**config.mk**
```make
export PLATFORM = sky130hd
export DESIGN_NAME = scc_top
export DESIGN_NICKNAME = d
export VERILOG_FILES = /design/src/core/scc_uart_rx.v /design/src/core/scc_top.v
export VERILOG_INCLUDE_DIRS = /design/src /design/src/common
export SDC_FILE = /design/constraint.sdc
export NUM_CORES = 1
export LEC_CHECK = 0
export BUFFER_PORTS_ARGS = -buffer_cell sky130_fd_sc_hd__buf_4
export CORE_MARGIN = 5
export CORE_UTILIZATION = 35
export CTS_BUF_LIST = sky130_fd_sc_hd__clkbuf_8
export CTS_CLUSTER_SIZE = 40
export DETAILED_ROUTE_END_ITERATION = 12
export GPL_ROUTABILITY_DRIVEN = 0
export PLACE_DENSITY = 0.51
export SYNTH_ARGS = -nofsm -noshare
export SYNTH_HDL_FRONTEND = slang
export SYNTH_SLANG_ARGS = --single-unit
```
**constraint.sdc**
```tcl
create_clock -name aclk -period 7.7 [get_ports aclk]
set_input_delay 1.54 -clock aclk [delete_from_list [all_inputs] [get_ports aclk]]
set_output_delay 1.54 -clock aclk [all_outputs]
set_load 0.005 [all_outputs]
```
**src/common/scc_defs.vh**
```
/*
  Shared constants of the serial cursor controller: clock and time
  figures, register offsets, field positions, serial character layout
  and cross sizes. Included by every design file of the block.
*/
`ifndef SCC_DEFS_VH
`define SCC_DEFS_VH

// ----------------------------------------------------------------
// Clock and timing
// ----------------------------------------------------------------
`define SCC_CLK_KHZ       50000
`define SCC_BAUD          2400
`define SCC_BIT_CYC       ((`SCC_CLK_KHZ * 1000) / `SCC_BAUD)
`define SCC_BLINK_HALF_MS 500
`define SCC_BLINK_CYC     (`SCC_BLINK_HALF_MS * `SCC_CLK_KHZ)

// ----------------------------------------------------------------
// Register map
// ----------------------------------------------------------------
`define SCC_REG_CTRL   3'h0
`define SCC_REG_EVT    3'h1
`define SCC_REG_POS0   3'h2
`define SCC_REG_FLAG0  3'h3
`define SCC_REG_POS1   3'h4
`define SCC_REG_FLAG1  3'h5
`define SCC_REG_LAST   3'h5
`define SCC_CTL_IRQEN  0
`define SCC_FL_SHOW    0
`define SCC_FL_FLASH   1
`define SCC_FL_FOLLOW  2
`define SCC_POS_X_LSB  0
`define SCC_POS_Y_LSB  16
`define SCC_RESP_OKAY  2'b00
`define SCC_RESP_SLVERR 2'b10

// ----------------------------------------------------------------
// Serial character layout
// ----------------------------------------------------------------
`define SCC_CH_KIND    7
`define SCC_CH_RIGHT   0
`define SCC_CH_LEFT    1
`define SCC_CH_UP      2
`define SCC_CH_DOWN    3
`define SCC_CH_VIS     0
`define SCC_CH_BLINK   1
`define SCC_CH_ENTER   2
`define SCC_CH_TRACK   3

// ----------------------------------------------------------------
// Display formats and cross arm lengths
// ----------------------------------------------------------------
`define SCC_FMT_LO320  2'b00
`define SCC_FMT_LO640  2'b01
`define SCC_FMT_HI640  2'b10
`define SCC_ARM_SHORT  10'h004
`define SCC_ARM_LONG   10'h008

`endif

```
**src/core/scc_uart_rx.v**
```verilog
/*
  Asynchronous serial receiver, 8 data bits, one stop bit, no parity.
  Assumes an idle-high line from outside the clock domain.
*/
`timescale 1ns/1ps
`include "scc_defs.vh"
module scc_uart_rx #(
  parameter [15:0] BIT_CYC = `SCC_BIT_CYC
) (
  input  wire       aclk,
  input  wire       aresetn,
  input  wire       rxd,
  output reg  [7:0] data,
  output reg        valid
);
  localparam [1:0] ST_IDLE  = 2'd0;
  localparam [1:0] ST_START = 2'd1;
  localparam [1:0] ST_DATA  = 2'd2;
  localparam [1:0] ST_STOP  = 2'd3;

  reg        sync_a;
  reg        sync_b;
  reg [1:0]  state;
  reg [15:0] cnt;
  reg [2:0]  bitn;

  // ----------------------------------------------------------------
  // Receive sequencer
  // ----------------------------------------------------------------
  // Sampling at mid bit gives the widest margin against baud drift.
  always @(posedge aclk) begin
    sync_a <= rxd;
    sync_b <= sync_a;
    valid  <= 1'b0;
    if (!aresetn) begin
      sync_a <= 1'b1;
      sync_b <= 1'b1;
      state  <= ST_IDLE;
      cnt    <= 16'h0000;
      bitn   <= 3'h0;
      data   <= 8'h00;
    end else begin
      case (state)
        ST_IDLE: begin
          cnt <= {1'b0, BIT_CYC[15:1]};
          if (!sync_b) state <= ST_START;
        end
        ST_START: begin
          if (cnt != 16'h0000) cnt <= cnt - 16'h0001;
          else if (sync_b) state <= ST_IDLE;
          else begin
            cnt   <= BIT_CYC - 16'h0001;
            bitn  <= 3'h0;
            state <= ST_DATA;
          end
        end
        ST_DATA: begin
          if (cnt != 16'h0000) cnt <= cnt - 16'h0001;
          else begin
            cnt  <= BIT_CYC - 16'h0001;
            data <= {sync_b, data[7:1]};
            bitn <= bitn + 3'h1;
            if (bitn == 3'h7) state <= ST_STOP;
          end
        end
        ST_STOP: begin
          if (cnt != 16'h0000) cnt <= cnt - 16'h0001;
          else begin
            valid <= sync_b;
            state <= ST_IDLE;
          end
        end
        default: state <= ST_IDLE;
      endcase
    end
  end
endmodule

```
**src/core/scc_top.v**
```verilog
/*
  Cursor generator of one serial link card: two cursors, serial
  command input, AXI4-Lite register access and cursor video overlay.
  Assumes the raster position and format come from logic on aclk.
*/
`timescale 1ns/1ps
`include "scc_defs.vh"
module scc_top #(
  parameter [9:0]  H_TOTAL   = 10'd800,
  parameter [9:0]  V_TOTAL   = 10'd525,
  parameter [15:0] BIT_CYC   = `SCC_BIT_CYC,
  parameter [24:0] BLINK_CYC = `SCC_BLINK_CYC
) (
  input  wire        aclk,
  input  wire        aresetn,
  input  wire [31:0] awaddr,
  input  wire        awvalid,
  output reg         awready,
  input  wire [31:0] wdata,
  input  wire [3:0]  wstrb,
  input  wire        wvalid,
  output reg         wready,
  output reg  [1:0]  bresp,
  output reg         bvalid,
  input  wire        bready,
  input  wire [31:0] araddr,
  input  wire        arvalid,
  output reg         arready,
  output reg  [31:0] rdata,
  output reg  [1:0]  rresp,
  output reg         rvalid,
  input  wire        rready,
  input  wire [1:0]  ser_rx,
  input  wire [9:0]  pix_x,
  input  wire [9:0]  pix_y,
  input  wire [1:0]  disp_fmt,
  output reg         cursor_video,
  output reg         cursor_irq
);
  // ----------------------------------------------------------------
  // Functions
  // ----------------------------------------------------------------
  function [9:0] wrap_step;
    input [9:0] v;
    input [9:0] tot;
    input       inc;
    input       dec;
    begin
      wrap_step = v;
      if (inc && !dec)
        wrap_step = (v >= tot - 10'd1) ? 10'h000 : v + 10'd1;
      else if (dec && !inc)
        wrap_step = (v == 10'h000) ? tot - 10'd1 : v - 10'd1;
    end
  endfunction

  function [31:0] merge;
    input [31:0] old;
    input [31:0] nw;
    input [3:0]  strb;
    integer k;
    begin
      merge = old;
      for (k = 0; k < 4; k = k + 1)
        if (strb[k]) merge[k*8 +: 8] = nw[k*8 +: 8];
    end
  endfunction

  function [9:0] absd;
    input [9:0] a;
    input [9:0] b;
    begin
      absd = (a >= b) ? a - b : b - a;
    end
  endfunction

  // ----------------------------------------------------------------
  // State
  // ----------------------------------------------------------------
  reg  [9:0]  cx [0:1];
  reg  [9:0]  cy [0:1];
  reg  [2:0]  flg [0:1];
  reg  [1:0]  enter_prev;
  reg         irq_en;
  reg  [3:0]  evt;
  reg  [24:0] blink_cnt;
  reg         blink_ph;
  reg  [2:0]  wr_idx;
  reg  [9:0]  next_cx [0:1];
  reg  [9:0]  next_cy [0:1];
  reg  [2:0]  next_flg [0:1];
  reg  [3:0]  evt_set;
  reg  [31:0] pos_w;
  reg  [31:0] rd_mux;
  reg  [9:0]  arm_h;
  reg  [9:0]  arm_v;
  reg         hit;
  wire [7:0]  rx_dat [0:1];
  wire [1:0]  rx_vld;
  wire        wr_take;
  wire [2:0]  aw_idx;
  wire [2:0]  ar_idx;
  integer     i;
  integer     j;
  integer     n;

  // One receiver per cursor: each cursor has its own serial line.
  genvar g;
  generate
    for (g = 0; g < 2; g = g + 1) begin : rxs
      scc_uart_rx #(
        .BIT_CYC (BIT_CYC)
      ) u_rx (
        .aclk    (aclk),
        .aresetn (aresetn),
        .rxd     (ser_rx[g]),
        .data    (rx_dat[g]),
        .valid   (rx_vld[g])
      );
    end
  endgenerate

  // Writes outside the decoded window are refused and must not alias.
  assign wr_take = awready && (awaddr[31:5] == 27'h0);
  assign aw_idx  = awaddr[4:2];
  assign ar_idx  = araddr[4:2];

  // ----------------------------------------------------------------
  // Next cursor state
  // ----------------------------------------------------------------
  // A host write in the same cycle as a serial step wins; the step is
  // dropped rather than applied to a value the host just replaced.
  always @* begin
    evt_set = 4'h0;
    pos_w   = 32'h0000_0000;
    for (i = 0; i < 2; i = i + 1) begin
      next_cx[i]  = cx[i];
      next_cy[i]  = cy[i];
      next_flg[i] = flg[i];
      if (rx_vld[i]) begin
        if (!rx_dat[i][`SCC_CH_KIND]) begin
          next_cx[i] = wrap_step(cx[i], H_TOTAL,
                         rx_dat[i][`SCC_CH_RIGHT],
                         rx_dat[i][`SCC_CH_LEFT]);
          next_cy[i] = wrap_step(cy[i], V_TOTAL,
                         rx_dat[i][`SCC_CH_DOWN],
                         rx_dat[i][`SCC_CH_UP]);
        end else begin
          next_flg[i][`SCC_FL_SHOW]   = rx_dat[i][`SCC_CH_VIS];
          next_flg[i][`SCC_FL_FLASH]  = rx_dat[i][`SCC_CH_BLINK];
          next_flg[i][`SCC_FL_FOLLOW] = rx_dat[i][`SCC_CH_TRACK];
          if (rx_dat[i][`SCC_CH_ENTER] && !enter_prev[i])
            evt_set[2*i] = 1'b1;
        end
      end
      if (wr_take && wr_idx == `SCC_REG_POS0 + 3'd2 * i[2:0]) begin
        pos_w = merge({6'h00, cy[i], 6'h00, cx[i]}, wdata, wstrb);
        next_cx[i] = pos_w[`SCC_POS_X_LSB +: 10];
        next_cy[i] = pos_w[`SCC_POS_Y_LSB +: 10];
      end
      if (wr_take && wr_idx == `SCC_REG_FLAG0 + 3'd2 * i[2:0] && wstrb[0])
        next_flg[i] = wdata[2:0];
      if (flg[i][`SCC_FL_FOLLOW] &&
          (next_cx[i] != cx[i] || next_cy[i] != cy[i]))
        evt_set[2*i+1] = 1'b1;
    end
  end

  // ----------------------------------------------------------------
  // Register bus
  // ----------------------------------------------------------------
  always @* begin
    case (ar_idx)
      `SCC_REG_CTRL:  rd_mux = {31'h0, irq_en};
      `SCC_REG_EVT:   rd_mux = {28'h0, evt};
      `SCC_REG_POS0:  rd_mux = {6'h00, cy[0], 6'h00, cx[0]};
      `SCC_REG_FLAG0: rd_mux = {29'h0, flg[0]};
      `SCC_REG_POS1:  rd_mux = {6'h00, cy[1], 6'h00, cx[1]};
      `SCC_REG_FLAG1: rd_mux = {29'h0, flg[1]};
      default:        rd_mux = 32'h0000_0000;
    endcase
  end

  always @(posedge aclk) begin
    if (!aresetn) begin
      awready <= 1'b0;
      wready  <= 1'b0;
      bvalid  <= 1'b0;
      bresp   <= `SCC_RESP_OKAY;
      arready <= 1'b0;
      rvalid  <= 1'b0;
      rresp   <= `SCC_RESP_OKAY;
      rdata   <= 32'h0000_0000;
      wr_idx  <= 3'h0;
    end else begin
      if (awready) begin
        awready <= 1'b0;
        wready  <= 1'b0;
        bvalid  <= 1'b1;
        bresp   <= (awaddr[31:5] == 27'h0 && wr_idx <= `SCC_REG_LAST)
                   ? `SCC_RESP_OKAY : `SCC_RESP_SLVERR;
      end else if (awvalid && wvalid && !bvalid) begin
        awready <= 1'b1;
        wready  <= 1'b1;
        wr_idx  <= aw_idx;
      end
      if (bvalid && bready) bvalid <= 1'b0;
      if (arready) begin
        arready <= 1'b0;
        rvalid  <= 1'b1;
        rdata   <= (araddr[31:5] == 27'h0) ? rd_mux : 32'h0000_0000;
        rresp   <= (araddr[31:5] == 27'h0 && ar_idx <= `SCC_REG_LAST)
                   ? `SCC_RESP_OKAY : `SCC_RESP_SLVERR;
      end else if (arvalid && !rvalid) begin
        arready <= 1'b1;
      end
      if (rvalid && rready) rvalid <= 1'b0;
    end
  end

  // ----------------------------------------------------------------
  // Cursor state and events
  // ----------------------------------------------------------------
  // Event bits are write-one-to-clear, and a new event in the clearing
  // cycle survives the clear.
  always @(posedge aclk) begin
    if (!aresetn) begin
      for (n = 0; n < 2; n = n + 1) begin
        cx[n]  <= 10'h000;
        cy[n]  <= 10'h000;
        flg[n] <= 3'h0;
      end
      enter_prev <= 2'b00;
      irq_en     <= 1'b0;
      evt        <= 4'h0;
      cursor_irq <= 1'b0;
    end else begin
      for (n = 0; n < 2; n = n + 1) begin
        cx[n]  <= next_cx[n];
        cy[n]  <= next_cy[n];
        flg[n] <= next_flg[n];
        if (rx_vld[n] && rx_dat[n][`SCC_CH_KIND])
          enter_prev[n] <= rx_dat[n][`SCC_CH_ENTER];
      end
      if (wr_take && wr_idx == `SCC_REG_CTRL && wstrb[0])
        irq_en <= wdata[`SCC_CTL_IRQEN];
      if (wr_take && wr_idx == `SCC_REG_EVT && wstrb[0])
        evt <= (evt & ~wdata[3:0]) | evt_set;
      else
        evt <= evt | evt_set;
      cursor_irq <= irq_en && (evt != 4'h0);
    end
  end

  // ----------------------------------------------------------------
  // Flash timebase
  // ----------------------------------------------------------------
  always @(posedge aclk) begin
    if (!aresetn) begin
      blink_cnt <= 25'h0;
      blink_ph  <= 1'b1;
    end else if (blink_cnt >= BLINK_CYC - 25'd1) begin
      blink_cnt <= 25'h0;
      blink_ph  <= ~blink_ph;
    end else begin
      blink_cnt <= blink_cnt + 25'd1;
    end
  end

  // ----------------------------------------------------------------
  // Cross drawing
  // ----------------------------------------------------------------
  // Arms double along an axis whose count doubles, so the cross keeps
  // its physical size on the same monitor.
  always @* begin
    case (disp_fmt)
      `SCC_FMT_LO320: begin
        arm_h = `SCC_ARM_SHORT;
        arm_v = `SCC_ARM_SHORT;
      end
      `SCC_FMT_LO640: begin
        arm_h = `SCC_ARM_LONG;
        arm_v = `SCC_ARM_SHORT;
      end
      default: begin
        arm_h = `SCC_ARM_LONG;
        arm_v = `SCC_ARM_LONG;
      end
    endcase
    hit = 1'b0;
    for (j = 0; j < 2; j = j + 1)
      if (flg[j][`SCC_FL_SHOW] &&
          (!flg[j][`SCC_FL_FLASH] || blink_ph) &&
          (((pix_y == cy[j]) && (pix_x != cx[j]) &&
            (absd(pix_x, cx[j]) <= arm_h)) ||
           ((pix_x == cx[j]) && (pix_y != cy[j]) &&
            (absd(pix_y, cy[j]) <= arm_v))))
        hit = 1'b1;
  end

  always @(posedge aclk) begin
    if (!aresetn)
      cursor_video <= 1'b0;
    else
      cursor_video <= hit;
  end
endmodule

```
==> results.txt <==
----------------------------------------------------
[Global routing]
  GRT Total Usage ... 22.4%
  Antenna violations before repair ... 2
  Wire length of the first global-routing pass ... 85500 um
  Leftover overflow at the end of global routing ... 0
  Via count of the first global-routing pass ... 15086
  Largest net degree at the start of global routing ... 46

[STA]
  Measured slew at the worst slew-check pin ... 1120 ps
  Setup violation total in the final timing report ... 0
  Share of the clock period used by the worst path after layout ... 79.9%
  Setup repair after global routing missed its margin ... false
  Peak clock frequency supported by timing ... 163 MHz
  Minimum clock period after layout ... 6150 ps
  Slew margin rel. ... 25.2%
  Final worst clock skew ... 30.9 ps
  Number of endpoints with negative hold slack in the final report ... 0
  Final-layout setup total negative slack ... 0 ps
  Max Slew Vio Count ... 0

[Detailed routing]
  Post-DRT Antenna Nets ... 0
  1st-pass router iterations ... 5
  Post-route DRC ... 0
  Avg Vias per Cell ... 5.87
  Iteration-0 DRC Markers ... 1487
  Average wire length per cell after detail routing ... 20.2 um
  Routed wire length ... 55000 um
  Via count ... 15996

[Floorplan]
  Height of the chip ... 218 um
  Die area ... 0.0476 sq mm
  Starting density of the core ... 35.3%
  Chip width ... 218 um
  Ports placed on the boundary ... 174
  Core outline area ... 0.0430 sq mm
  Placement row count ... 76

[Layout]
  Layout Area Growth over Synthesis ... 11.7%
  Sequential cell area ... 0.00350 sq mm
  Fraction of final layout cells with drive strength greater than 1 ... 12.1%
  Post-layout nets ... 2366
  Area of combinational cells with multiple inputs ... 0.0108 sq mm
  Number of filler cells placed in the layout ... 4535

[Worst setup path]
  Largest driver fanout on the critical path ... 11
  Critical path class ... in2reg
  Combined buffer and inverter count along the critical path ... 2
  Crit-path slowest cell ... o41ai_2
  Data arrival at the endpoint of the critical path ... 6580 ps
  Cell family with the largest share of critical-path delay ... compound AO/OA/AOI/OAI gates
  Crit path required time ... 8130 ps
  Critical Path Sink Type ... flip-flop
  Crit path largest cell delay ... 820 ps
  CP cell instances ... buf_4 > inv_1 > ha_1 > nand4_1 > o41ai_2 > a31oi_1 > mux2i_1 > a221oi_1 > xor2_1 > ha_1 > nand2_1 > o22ai_1 > nand3_1 > a2111oi_0 > o311ai_0 > nand4b_1 > a2111oi_0 > o2111ai_1 > o2111ai_1
  Sort of element at the start of the critical path ... input pin

[Clocking]
  H-tree level count ... 4
  Clk sinks ... 175
  Post-cts hold buffer count ... 0
  CTS tree ... done
  Max clock buf depth ... 2
  # Post-CTS Setup Buffers ... 0
  Post_cts resized ... 0
  Clock transition at the register clock pins on the worst setup and hold paths after CTS ... 110 ps
  Clock root buffer master ... clkbuf_8
  TritonCTS buffer count ... 17
  Clock latency reported for the late side of the worst-skew pair ... 510 ps

[Synthesis]
  Most common cell in the netlist ... nand2_1
  Synthesized area per cell ... 7.35 sq um
  Sequential share of the synthesized area ... 23.1%
  Synthesized cell area ... 0.0152 sq mm
  Fraction of post-synthesis cell area in the top cell type by area ... 23.1%
  Count of flip-flops with a built-in enable after synthesis ... 0
  Largest area contributor in the synthesized netlist ... dfxtp_1
  Main area contributors after synthesis ... dfxtp_1 (23%), ha_1 (9.1%), nand2_1 (5.5%)
  Most instantiated flip-flop cell in the synthesis netlist ... dfxtp_1
  Distinct cells, synth ... 110
  Synthesized flop and latch total ... 175
  Share of flip-flops with an asynchronous set or reset ... 0%
  Yosys warning count ... 0
  Syn Inst Count ... 2065
  Commonest cells in the netlist ... nand2_1 (224), nor2_1 (221), dfxtp_1 (175)

[Pwr]
  Overall power after layout ... 2.13 mW
  Pwr per Cell Area ... 126 mW/mm^2
  Static leakage power ... 6.37 nW
  Worst voltage drop across the vdd grid ... 110 uV

[Run]
  Number of maximum-capacitance violations ... 0

[Min path]
  Path type of the worst min-delay path ... reg2reg

[Placed design]
  Buffers added on ports ... 143
  Placed wire-length estimate after detailed placement ... 42700 um

[Run status]
  Result of the run ... finished clean

----------------------------------------------------
layout make-up:
cell class / count / share of cell area [%]
Timing Repair Buffer: 152 / 6.73
Inverter: 104 / 2.30
Antenna cell: 1 / 0.0148
Multi-Input combinational cell: 1675 / 63.4
Clock buffer: 17 / 1.38
Sequential cell: 175 / 20.7
Tap cell: 585 / 4.32
Clock inverter: 15 / 1.22
cell families after synthesis:
| family | count (synthesis) | synth area share [%] |
|---|---|---|
| fa+ha+maj | 110 | 9.07 |
| buf+inv | 228 | 6.47 |
| simple gates | 840 | 27.8 |
| xor+xnor | 87 | 5.02 |
| compound gates | 596 | 26.6 |
| flops | 175 | 23.1 |
| other cells | 1 | 0.0247 |
| mux | 28 | 2.00 |
placed cells by master (no fill, tap or decap), types with 31 or more instances in the layout:
| cell | netlist | routed |
|---|---|---|
| nand2_1 | 224 | 224 |
| nor2_1 | 221 | 220 |
| dfxtp_1 | 175 | 175 |
| a21oi_1 | 157 | 157 |
| buf_4 | 17 | 152 |
| o21ai_0 | 117 | 117 |
| ha_1 | 110 | 110 |
| inv_1 | 100 | 101 |
| nand3_1 | 83 | 83 |
| nor3_1 | 56 | 56 |
| xnor2_1 | 50 | 50 |
| xor2_1 | 37 | 37 |
| nor4_1 | 35 | 34 |
| a31oi_1 | 33 | 33 |
| nor2b_1 | 32 | 32 |
| nand4_1 | 31 | 31 |
where the power goes:
group / switching (mW) / internal, mW
Sequential: 0.0237 / 0.925
Combinational: 0.257 / 0.186
Clock: 0.410 / 0.334
path summary, 6_finish.rpt:
kind / start / end / slack, ps / cells past startpoint
worst max-delay path: pix_y[6] / cursor_video / 1550 / 19
worst min-delay path: rxs[1].u_rx.sync_a / rxs[1].u_rx.sync_b / 420 / 1
worst max register to register: cy[0][5] / cursor_video / 1910 / 19
worst min register to register: rxs[1].u_rx.sync_a / rxs[1].u_rx.sync_b / 420 / 1
stage by stage:
stage	utilization, %	hold slack [ps]	worst slack (ps)	area (sq um)	instances
floorplan	-	386	2240	15200	2078
finish	39.5	421	1550	17000	2724
detailed placement	38.4	398	1140	16500	2691
global placement	38.4	390	1230	16500	2691
CTS	39.5	424	1660	17000	2723
global route	39.5	442	1270	17000	2724
per-layer routing:
metal / wire length (um) / part of all wire, % / vias up / global-route usage (%)
met5: 0 / 0 / - / 0
met4: 1630 / 3.0 / 0 / 7.58
met3: 4410 / 8.0 / 82 / 4.18
met2: 24200 / 44 / 696 / 35.5
met1: 24800 / 45 / 7581 / 30.8
li1: - / - / 7637 / -
sequential cells by signal, summed over array words and instances (netlist names), 2 cells and up, named ones only:
register,cells
flg,6
blink_cnt,25
rxs.u_rx.bitn,6
cy,20
rxs.u_rx.state,2
rdata,20
enter_prev,2
rxs.u_rx.sync_a,2
rxs.u_rx.valid,2
rxs.u_rx.sync_b,2
evt,4
cx,20
rxs.u_rx.data,16
rxs.u_rx.cnt,32
wr_idx,3
Power figures use the tool's default switching activity.
